--- src/inc/bpsf_pkg.sv ---
// constants, state encodings and carriers for the burst preamble / status flag block
package bpsf_pkg;

    // status register map
    localparam logic [7:0]  ADDR_STATUS     = 8'h26;
    localparam int          BIT_START_ID    = 0;
    localparam int          BIT_RATE_CHG    = 1;
    localparam logic [7:0]  STATUS_RESET    = 8'h00;
    localparam logic [7:0]  RDATA_UNMAPPED  = 8'h00;

    // preamble sync words
    localparam logic [15:0] SYNC_WORD_A     = 16'hF872;
    localparam logic [15:0] SYNC_WORD_B     = 16'h4E1F;

    // burst-info field positions
    localparam int          PC_TYPE_LSB     = 0;
    localparam int          PC_TYPE_MSB     = 4;
    localparam int          PC_ERR_BIT      = 7;
    localparam int          PC_INFO_LSB     = 8;
    localparam int          PC_INFO_MSB     = 12;

    // data-type codes
    localparam logic [4:0]  TYPE_NULL       = 5'h00;
    localparam logic [4:0]  TYPE_RSV_A      = 5'h02;
    localparam logic [4:0]  TYPE_PAUSE      = 5'h03;
    localparam logic [4:0]  TYPE_RSV_B      = 5'h0A;
    localparam logic [4:0]  TYPE_RSV_HI     = 5'h10;

    // burst repetition periods in frames
    localparam logic [12:0] PER_NONE        = 13'h0000;
    localparam logic [12:0] PER_384         = 13'h0180;
    localparam logic [12:0] PER_512         = 13'h0200;
    localparam logic [12:0] PER_1024        = 13'h0400;
    localparam logic [12:0] PER_1152        = 13'h0480;
    localparam logic [12:0] PER_1536        = 13'h0600;
    localparam logic [12:0] PER_2048        = 13'h0800;
    localparam logic [12:0] PER_NULL_MAX    = 13'h1000;

    // frames without a preamble before non-pcm indication ends
    localparam int          TIMEOUT_FRAMES  = 4096;
    localparam logic [12:0] GAP_ZERO        = 13'h0000;
    localparam logic [12:0] GAP_ONE         = 13'h0001;

    typedef enum logic [1:0] {
        ST_PA = 2'b00,
        ST_PB = 2'b01,
        ST_PC = 2'b11,
        ST_PD = 2'b10
    } bpsf_state_e;

    typedef struct packed {
        logic [4:0]  data_type;
        logic        payload_err;
        logic [4:0]  type_info;
        logic [12:0] period;
        logic        reserved_type;
    } bpsf_pc_s;

    typedef struct packed {
        bpsf_state_e state;
        logic [15:0] pc_word;
        bpsf_pc_s    pc;
        logic [15:0] length_bits;
        logic        nonpcm;
        logic [12:0] gap_cnt;
        logic        burst_new;
        logic        start_id;
        logic        rate_chg;
        logic [3:0]  fs_prev;
        logic        pem_prev;
        logic        seen;
        logic [7:0]  rdata;
    } bpsf_regs_s;

endpackage : bpsf_pkg

--- src/bpsf_top.sv ---
// burst preamble recogniser with clear-on-read start-id and rate/emphasis flags
//
// Overview of operation
// - start-id flag, status bit 0, sets when a start identifier is detected.
// - reading the status register returns the start-id flag, then clears it.
// - change flag, status bit 1, sets when rate code or pre-emphasis changes.
// - reading the status register clears the change flag; both reset to zero.
// - preamble is four 16-bit words: two sync words, burst info, length.
// - burst-info bits 0-4 give data type; 0 null, 3 pause, some reserved.
// - each data type except pause and the reserved codes has its burst repetition period in frames.
// - burst-info bit 7 marks a payload that may contain errors.
// - burst-info bits 8-12 are carried without fixed meaning.
`timescale 1ns/1ps
`default_nettype none
module bpsf_top #(
    parameter int TIMEOUT_FRAMES = bpsf_pkg::TIMEOUT_FRAMES
) (
    input  wire logic              clk,
    input  wire logic              rst_n,
    input  wire logic              word_valid,
    input  wire logic [15:0]       word_data,
    input  wire logic              frame_tick,
    input  wire logic              start_id_seen,
    input  wire logic [3:0]        sample_rate_code,
    input  wire logic              preemphasis_flag,
    input  wire logic              reg_rd,
    input  wire logic [7:0]        reg_addr,
    output logic [7:0]             reg_rdata,
    output logic                   nonpcm_active,
    output logic                   burst_new,
    output bpsf_pkg::bpsf_pc_s     burst_info,
    output logic [15:0]            burst_length,
    output logic                   pause_detected,
    output logic                   null_detected
);

    localparam logic [12:0] GAP_LIMIT = 13'(TIMEOUT_FRAMES);

    bpsf_pkg::bpsf_regs_s   q_r;
    bpsf_pkg::bpsf_regs_s   q_nxt;
    bpsf_pkg::bpsf_pc_s     pc_dec;

    logic                   status_rd;
    logic                   rate_moved;

    bpsf_pc_decode u_pc_decode (
        .pc_word (q_r.pc_word),
        .pc_out  (pc_dec)
    );

    always_comb begin
        q_nxt      = q_r;
        status_rd  = reg_rd && (reg_addr == bpsf_pkg::ADDR_STATUS);
        rate_moved = q_r.seen && ((sample_rate_code != q_r.fs_prev)
                                  || (preemphasis_flag != q_r.pem_prev));

        // register read port: data captured before the clear takes effect
        if (status_rd) begin
            q_nxt.rdata                          = bpsf_pkg::STATUS_RESET;
            q_nxt.rdata[bpsf_pkg::BIT_START_ID]  = q_r.start_id;
            q_nxt.rdata[bpsf_pkg::BIT_RATE_CHG]  = q_r.rate_chg;
        end else if (reg_rd) begin
            q_nxt.rdata = bpsf_pkg::RDATA_UNMAPPED;
        end

        // set wins over the read clear
        q_nxt.start_id = (q_r.start_id && !status_rd) || start_id_seen;
        // change of rate code or emphasis sets flag
        q_nxt.rate_chg = (q_r.rate_chg && !status_rd) || rate_moved;

        // first clock after reset only loads the reference, so a strapped
        // nonzero rate does not raise a spurious change
        q_nxt.fs_prev  = sample_rate_code;
        q_nxt.pem_prev = preemphasis_flag;
        q_nxt.seen     = 1'b1;

        q_nxt.burst_new = 1'b0;

        if (frame_tick && q_r.nonpcm) begin
            if (q_r.gap_cnt >= GAP_LIMIT - bpsf_pkg::GAP_ONE) begin
                q_nxt.nonpcm  = 1'b0;
                q_nxt.gap_cnt = bpsf_pkg::GAP_ZERO;
            end else begin
                q_nxt.gap_cnt = q_r.gap_cnt + bpsf_pkg::GAP_ONE;
            end
        end

        if (word_valid) begin
            case (q_r.state)
                bpsf_pkg::ST_PA: begin
                    if (word_data == bpsf_pkg::SYNC_WORD_A) begin
                        q_nxt.state = bpsf_pkg::ST_PB;
                    end
                end
                bpsf_pkg::ST_PB: begin
                    // a repeated first sync word keeps the hunt aligned
                    if (word_data == bpsf_pkg::SYNC_WORD_B) begin
                        q_nxt.state = bpsf_pkg::ST_PC;
                    end else if (word_data != bpsf_pkg::SYNC_WORD_A) begin
                        q_nxt.state = bpsf_pkg::ST_PA;
                    end
                end
                bpsf_pkg::ST_PC: begin
                    // reserved bits kept as received, not checked
                    // stream number kept as received, not checked
                    q_nxt.pc_word = word_data;
                    q_nxt.state   = bpsf_pkg::ST_PD;
                end
                bpsf_pkg::ST_PD: begin
                    q_nxt.length_bits = word_data;
                    q_nxt.pc          = pc_dec;
                    q_nxt.burst_new   = 1'b1;
                    q_nxt.nonpcm      = 1'b1;
                    q_nxt.gap_cnt     = bpsf_pkg::GAP_ZERO;
                    q_nxt.state       = bpsf_pkg::ST_PA;
                end
                default: begin
                    q_nxt.state = bpsf_pkg::ST_PA;
                end
            endcase
        end
    end

    always_ff @(posedge clk or negedge rst_n) begin
        if (!rst_n) begin
            q_r <= '0;
        end else begin
            q_r <= q_nxt;
        end
    end

    always_comb begin
        reg_rdata      = q_r.rdata;
        nonpcm_active  = q_r.nonpcm;
        burst_new      = q_r.burst_new;
        burst_info     = q_r.pc;
        burst_length   = q_r.length_bits;
        pause_detected = q_r.nonpcm && (q_r.pc.data_type == bpsf_pkg::TYPE_PAUSE);
        null_detected  = q_r.nonpcm && (q_r.pc.data_type == bpsf_pkg::TYPE_NULL);
    end

endmodule : bpsf_top
`default_nettype wire

--- src/bpsf_pc_decode.sv ---
// burst-info word decoder: data type, error flag, dependent info, period
`timescale 1ns/1ps
`default_nettype none
module bpsf_pc_decode (
    input  wire logic [15:0]       pc_word,
    output bpsf_pkg::bpsf_pc_s     pc_out
);

    function automatic logic [12:0] bpsf_period(input logic [4:0] code);
        case (code)
            5'h00:                      bpsf_period = bpsf_pkg::PER_NULL_MAX;
            5'h01:                      bpsf_period = bpsf_pkg::PER_1536;
            5'h04, 5'h08:               bpsf_period = bpsf_pkg::PER_384;
            5'h05, 5'h06, 5'h09:        bpsf_period = bpsf_pkg::PER_1152;
            5'h07, 5'h0C, 5'h0F:        bpsf_period = bpsf_pkg::PER_1024;
            5'h0B, 5'h0E:               bpsf_period = bpsf_pkg::PER_512;
            5'h0D:                      bpsf_period = bpsf_pkg::PER_2048;
            // pause and reserved codes carry no fixed period
            default:                    bpsf_period = bpsf_pkg::PER_NONE;
        endcase
    endfunction : bpsf_period

    logic [4:0] code;

    always_comb begin
        code                 = pc_word[bpsf_pkg::PC_TYPE_MSB:bpsf_pkg::PC_TYPE_LSB];
        pc_out.data_type     = code;
        pc_out.reserved_type = (code == bpsf_pkg::TYPE_RSV_A) || (code == bpsf_pkg::TYPE_RSV_B)
                               || (code >= bpsf_pkg::TYPE_RSV_HI);
        pc_out.payload_err   = pc_word[bpsf_pkg::PC_ERR_BIT];
        pc_out.type_info     = pc_word[bpsf_pkg::PC_INFO_MSB:bpsf_pkg::PC_INFO_LSB];
        pc_out.period        = bpsf_period(code);
    end

endmodule : bpsf_pc_decode
`default_nettype wire

--- config.mk ---
export PLATFORM = sky130hd
export DESIGN_NAME = bpsf_top
export DESIGN_NICKNAME = d
export VERILOG_FILES = /design/src/inc/bpsf_pkg.sv /design/src/bpsf_top.sv /design/src/bpsf_pc_decode.sv
export SDC_FILE = /design/constraint.sdc
export NUM_CORES = 1
export LEC_CHECK = 0
export BUFFER_PORTS_ARGS = -buffer_cell sky130_fd_sc_hd__buf_2
export CORE_ASPECT_RATIO = 1.4
export CORE_MARGIN = 3
export CORE_UTILIZATION = 57
export DETAILED_ROUTE_END_ITERATION = 6
export PLACE_DENSITY = 0.82
export SYNTH_ARGS = -nofsm -noshare
export SYNTH_HDL_FRONTEND = slang
export SYNTH_SLANG_ARGS = --single-unit
--- constraint.sdc ---
create_clock -name clk -period 4.89 [get_ports clk]
set_input_delay 0.489 -clock clk [delete_from_list [all_inputs] [get_ports clk]]
set_output_delay 0.489 -clock clk [all_outputs]
set_load 0.02 [all_outputs]
Word-level counts from Yosys, hierarchy flattened. Memory sizes are Yosys's and may differ from the RTL's. Index checks and enable logic that the tools add are counted.

Register bits after elaboration: 87. Memories: 1. ROM bits: 96. Word-level logic and storage cells: 66. Bits of input ports: 35.

Muxes and demuxes: 12. Equal/unequal tests: 14. Reduce and logical (&&, ||, !) cells: 19. Magnitude comparators: 2. $add $sub $neg: 1.

Memories: (name not given) (depth 16, bits a word 6, rd ports 1, clocked after Yosys merged registers in 0, wr ports 0, RTL line bpsf_pc_decode.sv:10) `case (code)`.

Operator list (count): $mux 15 (2); $mux 13 (2); $eq 16x15->1 const B (1); $eq 16x16->1 const B (1); $mux 8 (2); $ne 16x16->1 const B (1); $mux 14 (1); $add 13x1->13 const B (1); $ge 13x12->1 const B (1); $eq 5x2->1 const B (2); $eq 8x6->1 const B (1); $pmux 2 s4 (1); $logic_and 1x1->1 (7); $mux 2 (3); $eq 5x4->1 const B (1); $ge 5x5->1 const B (1); $logic_not 5->1 (1); $logic_or 1x1->1 (5); $eq 2x2->1 const B (2); $ne 4x4->1 (1); $reduce_and 2->1 (2); $ne 3x3->1 const B (1); $reduce_and 3->1 (1); $eq 2x1->1 const B (1); 6 further kinds (6).

Depth between registers and ports, before layout. Gate-level depths: netlist (run 1).

Depth after elaboration: 5. Depth in mapped cells: 6. Gate-level depth less buffers: 6.

Cells and area by module. A second synthesis (run 1) with hierarchy kept.

Cell total of the unflattened synthesis: 430. Area, all modules: 4206.5 um^2.

Modules (own cells, without submodules): bpsf_top (sequential area each 2102.0 um^2, instances 1, area an instance 3842.4 um^2, cells an instance 383); bpsf_pc_decode (sequential area each 0.0 um^2, instances 1, area an instance 364.1 um^2, cells an instance 47).

Worst setup path before layout (run 1). Ideal clock, no wire load.

Path kind: register -> output. Start point: register q_r (netlist bit nonpcm_active). End point: output port null_detected. Buffers on the path: 0. Arrival time: 1337 ps. Stages on the path, launching flop included: 3. Setup slack: 3064 ps. Required time: 4401 ps. Cell sequence: dfrtp_1 -> nor4b_1 -> nor3b_1.

Longest elaborated chain between the ends: 1.

RTL lines: from (decl) (RTL line bpsf_top.sv:39) `bpsf_pkg::bpsf_regs_s q_r;`; from (signal assigned) (RTL line bpsf_top.sv:128) `q_r <= q_nxt;`; $logic_and 1x1->1 (RTL line bpsf_top.sv:139) `null_detected = q_r.nonpcm && (q_r.pc.data_type == bpsf_pkg::TYPE_NULL);`; to (decl) (RTL line bpsf_top.sv:34) `output logic null_detected`.

Every way passes these cells.

Final worst setup path (run 1). Ends and elaborated chain as after synthesis.

==> results of run 1 <==
registers in the layout, indices dropped and copies added, names as in the netlist:
| name | cells |
|---|---|
| burst_length | 16 |
| reg_rdata | 2 |
| burst_info | 18 |
| burst_new | 1 |
| q_r | 34 |
| nonpcm_active | 1 |
routing by layer:
metal	track usage, %	vias up	wire, um
met5	0	-	0
met4	8.66	0	162
met3	4.45	15	396
met2	35.1	78	3500
met1	24.8	1206	2780
li1	-	1204	-
placed cells by master (no fill, tap or decap), types with 2 or more instances in the layout:
cell / instances
clkbuf_8: 10
or3_1: 2
a21o_1: 2
or4_1: 2
buf_4: 2
inv_1: 11
nand2b_1: 2
o31ai_1: 4
dfrtp_1: 72
xor2_1: 6
nor4b_1: 2
nand4b_1: 5
nand3_1: 4
xnor2_1: 9
nor4_1: 4
bufinv_16: 3
mux2_2: 12
a21oi_1: 8
o21ai_0: 6
buf_2: 74
nor3_1: 5
and3_1: 3
conb_1: 14
a31oi_1: 3
nand2_1: 95
nor3b_1: 3
nor2_1: 14
ha_1: 6
nand4_1: 3
nor4bb_1: 3
worst reg2reg max path, cell delays in order, from the launching register on:
cell and delay (ns):
dfrtp_1 0.41, nor2b_1 0.15, nand2_1 0.10, inv_1 0.69, a31o_1 0.39, nor2_1 0.10
cells by family (layout without fill, tap and decap cells):
logic type               Yosys count  after routing  share of synthesized area, %
flip-flops                        72             72                          50.8
buffers and inverters             71            102                          13.0
AO/OA/AOI/OAI                     27             27                          5.30
multiplexers                      13             13                          4.09
XOR/XNOR                          15             15                          3.71
adder cells (fa/ha/maj)            6              6                          2.12
other                              2             14                         0.212
AND/OR/NAND/NOR                  153            153                          20.8
per-stage QoR:
step	utilization [%]	total power [uW]	instances
2_1_floorplan	-	635	371
4_1_cts	65.4	1230	472
3_5_place_dp	61.3	661	457
3_3_place_gp	61.3	660	457
6_report	65.4	1220	472
5_1_grt	65.4	1260	472
path summary, 6_finish.rpt:
| path | slack, ns | to | startpoint | cells past startpoint |
|---|---|---|---|---|
| worst min-delay path | 0.28 | q_r[12] | sample_rate_code[2] | 1 |
| worst max register to register | 2.94 | q_r[28] | q_r[88] | 5 |
| worst min register to register | 0.48 | q_r[14] | q_r[8] | 1 |
| max in group asynchronous | 3.96 | q_r[13] | rst_n | 2 |
| worst max-delay path | 2.86 | null_detected | nonpcm_active | 3 |
| min in group asynchronous | 0.35 | burst_info[18] | rst_n | 2 |
cell type report:
class                           instances  area [um^2]
Multi-Input combinational cell        228         1330
Sequential cell                        72         1800
Tap cell                               70         87.6
Clock buffer                           10          138
Clock inverter                          5          104
Inverter                               11         41.3
Timing Repair Buffer                   76          385
Fill cell                             497         2060
power breakdown:
group	internal (uW)	switching (uW)
sequential	598	1.16
clock	351	217
combinational	15.7	34.8
==> qor.csv, run 1 <==
metric,value,unit
status,finished clean,
dieHeight,99.3,um
arrival,1.54,ns
setup_viol,0,
setup_ws,2.86,ns
synth_area_leaders,"dfrtp_1, buf_4, nand2_1, mux2_2, xnor2_1",
drt-total-wl,6830,um
yosys_register_bits,72,
yosysSeqAreaShare,50.8,%
grt_pass1_vias,2498,
syn_to_final_growth,9.64,%
grt_setup_unrepaired,no,
dp_hpwl,4780,um
final_hold_viol_count,0,
portBuffers,74,
grt_pass1_wl,11600,um
cts_tree,done,
synth_top_flop_cell,dfrtp_1,
yosys.area.top_type,dfrtp_1,
period_needed,2.03,ns
tightest_slew,0.924,ns
syn-instance-count,359,
path_buf_inv,1,
initial_core_util,59.6,%
p_leak,0.00213,uW
numCtsBuffers,9,
num_vias,2503,
setup_tns,0,ns
power.ir.vdd_worst,0.254,mV
path_cells,"nor4b_1, nor3b_1, buf_2",
ys_top_cells_by_count,"nand2_1, dfrtp_1, buf_4, nor2_1, mux2_2",
coreArea,5950,um^2
slowest_stage,dfrtp_1,
grt_max_degree,73,
crit_path_end_kind,output port,
async_flop_share,100,%
num_rows,33,
drc,0,
synth_edf_count,0,
fin_hold_ws,0.276,ns
cts_max_level,3,
cp_data_required_time,4.40,ns
n_antenna_cell,0,
gp_congestion,0.856,
path_max_fanout,7,
max-cap-violations,0,
ant_nets,0,
yosysWarningCount,0,
clockBufferDepth,2,
clock_latency,0.34,ns
path_clk_slew,0.07,ns
maxSlewViolCount,0,
cts_sinks,72,
yosysUniqueCellTypes,41,
placed_cell_area,3640,um^2
synth_area_per_cell,9.87,um^2
critPathLaunchType,flip-flop,
cts-root-buf,clkbuf_8,
cts_setup_buffers,0,
cts-resized-gates,0,
drt_pre_antenna_iters,4,
die_area,7210,um^2
vias_per_cell,5.30,
fin_nets,439,
slowest_delay,0.46,ns
synth_area,3540,um^2
yosysMostFrequentCell,nand2_1,
crit_type,flip-flop to output port,
clock_skew,0.00988,ns
grt_remaining_overflow,0,
antenna_found_initial,0,
dr.first_iter.drc_count,116,
power_density,313,nW/um^2
relSlewSlack,38.3,%
ios,88,
synth_top_area_share,50.8,%
min_path_type,input port to flip-flop,
post-route-period-util,41.5,%
cts_hold_buf,0,
wl_per_cell,14.5,um
critPathTopFamily,simple AND/OR/NAND/NOR gates,
final_cell_area,3890,um^2
drive_gt1_share,26.4,%
place_ws,2.74,ns
fp.dieW,72.6,um
gr-usage-all-layers,20.6,%
max_freq,0.493,GHz
(Power assumes the default switching activity.)
==> run 2: changes to the inputs <==
--- a/config.mk
+++ b/config.mk
@@ -8,9 +8,9 @@
 export BUFFER_PORTS_ARGS = -buffer_cell sky130_fd_sc_hd__buf_2
 export CORE_ASPECT_RATIO = 1.4
 export CORE_MARGIN = 3
-export CORE_UTILIZATION = 57
+export CORE_UTILIZATION = 53
 export DETAILED_ROUTE_END_ITERATION = 6
-export PLACE_DENSITY = 0.82
+export PLACE_DENSITY = 0.76
 export SYNTH_ARGS = -nofsm -noshare
 export SYNTH_HDL_FRONTEND = slang
 export SYNTH_SLANG_ARGS = --single-unit
==> constraint.sdc (replaced) <==
create_clock -name clk -period 2 [get_ports clk]
set_input_delay 0.2 -clock clk [delete_from_list [all_inputs] [get_ports clk]]
set_output_delay 0.2 -clock clk [all_outputs]
set_load 0.02 [all_outputs]
==> run 2 against run 1 <==
Net effect: worst hold slack got worse by 0.24 ns; clock power up 150%; clock skew down 0.0045 ns; critical path depth unchanged; clock-buffer cell count increased by 1; total power increased by 150%; routed wire length is 1.3% higher; combinational power rose to 2.6 times the previous value.
==> qor.csv, run 2 (synthesized netlist as in run 1, its figures left out) <==
metric,value,unit,change
fin_nets,448,,was 439
layout_commonest_cell,nand2_1,,unchanged
top_usage_layer,met2,,unchanged
antenna_found_initial,0,,unchanged
gp_congestion,0.899,,was 0.856
p_leak,0.00218,uW,was 0.00213 uW
arrival,1.59,ns,was 1.54 ns
drt-total-wl,6920,um,was 6830 um
tightest_slew,0.566,ns,was 0.924 ns
power_density,753,nW/um^2,was 313 nW/um^2
die_area,7720,um^2,was 7210 um^2
place_ws,0.293,ns,was 2.74 ns
critPathLaunchType,flip-flop,,unchanged
gr-usage-all-layers,19.6,%,was 20.6%
grt_pass1_vias,2471,,was 2498
path_clk_slew,0.07,ns,about the same
dpl.cell_count,462,,was 457
num_rows,34,,was 33
worst_hold_path.num_cells,2,,was 1
drc,0,,unchanged
grt_pass1_wl,11300,um,was 11600 um
slowest_stage,dfrtp_1,,unchanged
clock_skew,0.00537,ns,was 0.00988 ns
relSlewSlack,62.1,%,was 38.3%
nFillCells,520,,was 497
dp_hpwl,5010,um,was 4780 um
cts_setup_buffers,0,,unchanged
drive_gt1_share,26.7,%,was 26.4%
vias_per_cell,5.19,,was 5.30
cts-root-buf,clkbuf_8,,unchanged
met3_usage,4.98,%,was 4.45%
slowest_delay,0.46,ns,about the same
crit_path_end_kind,output port,,unchanged
register_area,1800,um^2,unchanged
rr_worst_depth,5,,unchanged
clock_latency,0.34,ns,about the same
largest_reg_flops,34,,unchanged
syn_to_final_growth,12.7,%,was 9.64%
post-route-period-util,89.6,%,
grt_remaining_overflow,0,,unchanged
maxSlewViolCount,0,,unchanged
num_vias,2511,,was 2503
top_register,q_r,,unchanged
coreArea,6340,um^2,was 5950 um^2
met2_usage,31.3,%,was 35.1%
drt_pre_antenna_iters,6,,was 4
setup_viol,0,,unchanged
cts_max_level,3,,unchanged
grt_max_degree,54,,was 73
multi_input_area,1330,um^2,unchanged
ios,88,,unchanged
path_max_fanout,7,,unchanged
max_freq,0.558,GHz,
cts_hold_buf,6,,was 0
final_cell_area,4000,um^2,was 3890 um^2
setup_ws,0.209,ns,was 2.86 ns
cts_sinks,72,,unchanged
grt_setup_unrepaired,no,,unchanged
max-cap-violations,0,,unchanged
initial_core_util,55.9,%,was 59.6%
status,finished clean,,unchanged
power.ir.vdd_worst,0.458,mV,was 0.254 mV
fp.dieW,75.1,um,was 72.6 um
setup_tns,0,ns,unchanged
path_cells,"nor4b_1, nor3b_1, buf_2",,unchanged
n_antenna_cell,0,,unchanged
cp_data_required_time,1.80,ns,was 4.40 ns
wl_per_cell,14.3,um,was 14.5 um
mostFrequentLayoutCells,"nand2_1, buf_2, dfrtp_1",,unchanged
ant_nets,0,,unchanged
min_path_type,input port to flip-flop,,unchanged
cts-resized-gates,0,,unchanged
clockBufferDepth,2,,unchanged
dr.first_iter.drc_count,112,,was 116
placed_cell_area,3680,um^2,was 3640 um^2
power,3010,uW,was 1220 uW
dieHeight,103,um,was 99.3 um
cts_tree,done,,unchanged
crit_type,flip-flop to output port,,unchanged
grt_use_met1,24.5,%,was 24.8%
portBuffers,74,,unchanged
numCtsBuffers,9,,unchanged
instances_no_fill,484,,was 472
final_hold_viol_count,0,,unchanged
period_needed,1.79,ns,
## run 2: cell types whose count changed in the layout (fill, tap and decap cells not counted)
cell	delta
dlygate4sd3_1	+6
buf_4	+2
buf_12	+1
clkbuf_8	+1
clkinvlp_4	+1
inv_6	-1
## run 2: cell type report
cell class,count,area share [%]
multi-input combinational,228,33.2
clock inverter,5,2.57
timing repair buffer,85,12.0
tap,72,2.25
clock buffer,11,3.79
sequential,72,45.1
inverter,11,1.03
## run 2: final timing paths
| path | slack (ns) | to | start |
|---|---|---|---|
| worst max register to register | 0.29 | q_r[19] | q_r[17] |
| worst min-delay path | 0.04 | q_r[15] | start_id_seen |
| min in group asynchronous | 0.34 | q_r[23] | rst_n |
| worst min register to register | 0.47 | burst_length[4] | burst_length[4] |
| max in group asynchronous | 1.03 | q_r[74] | rst_n |
| worst max-delay path | 0.21 | null_detected | nonpcm_active |
## run 2: layer usage
metal	vias up	wire length (um)
met2	95	3530
li1	1215	-
met4	0	160
met1	1183	2850
met5	-	0
met3	18	376
## run 2: power breakdown
group	total (uW)	switching [uW]	internal [uW]
logic	133	84.2	48.7
registers	1460	2.89	1460
clock network	1410	518	894
total	3010	605	2400
## run 2: through the flow
| stage | hold WS, ns | utilization (%) |
|---|---|---|
| final | 0.0412 | 63.0 |
| after global routing | 0.0319 | 63.0 |
| after CTS | 0.0244 | 63.0 |
| after detailed placement | 0.178 | 58.1 |
| after global placement | 0.170 | 58.1 |
| after floorplan | -0.0956 | - |
## run 2: critical path, delay by kind of cell, from the launching register on
kind	cells	cell delay [ns]
flops	1	0.46
buf+inv	1	0.20
simple gates	2	0.59
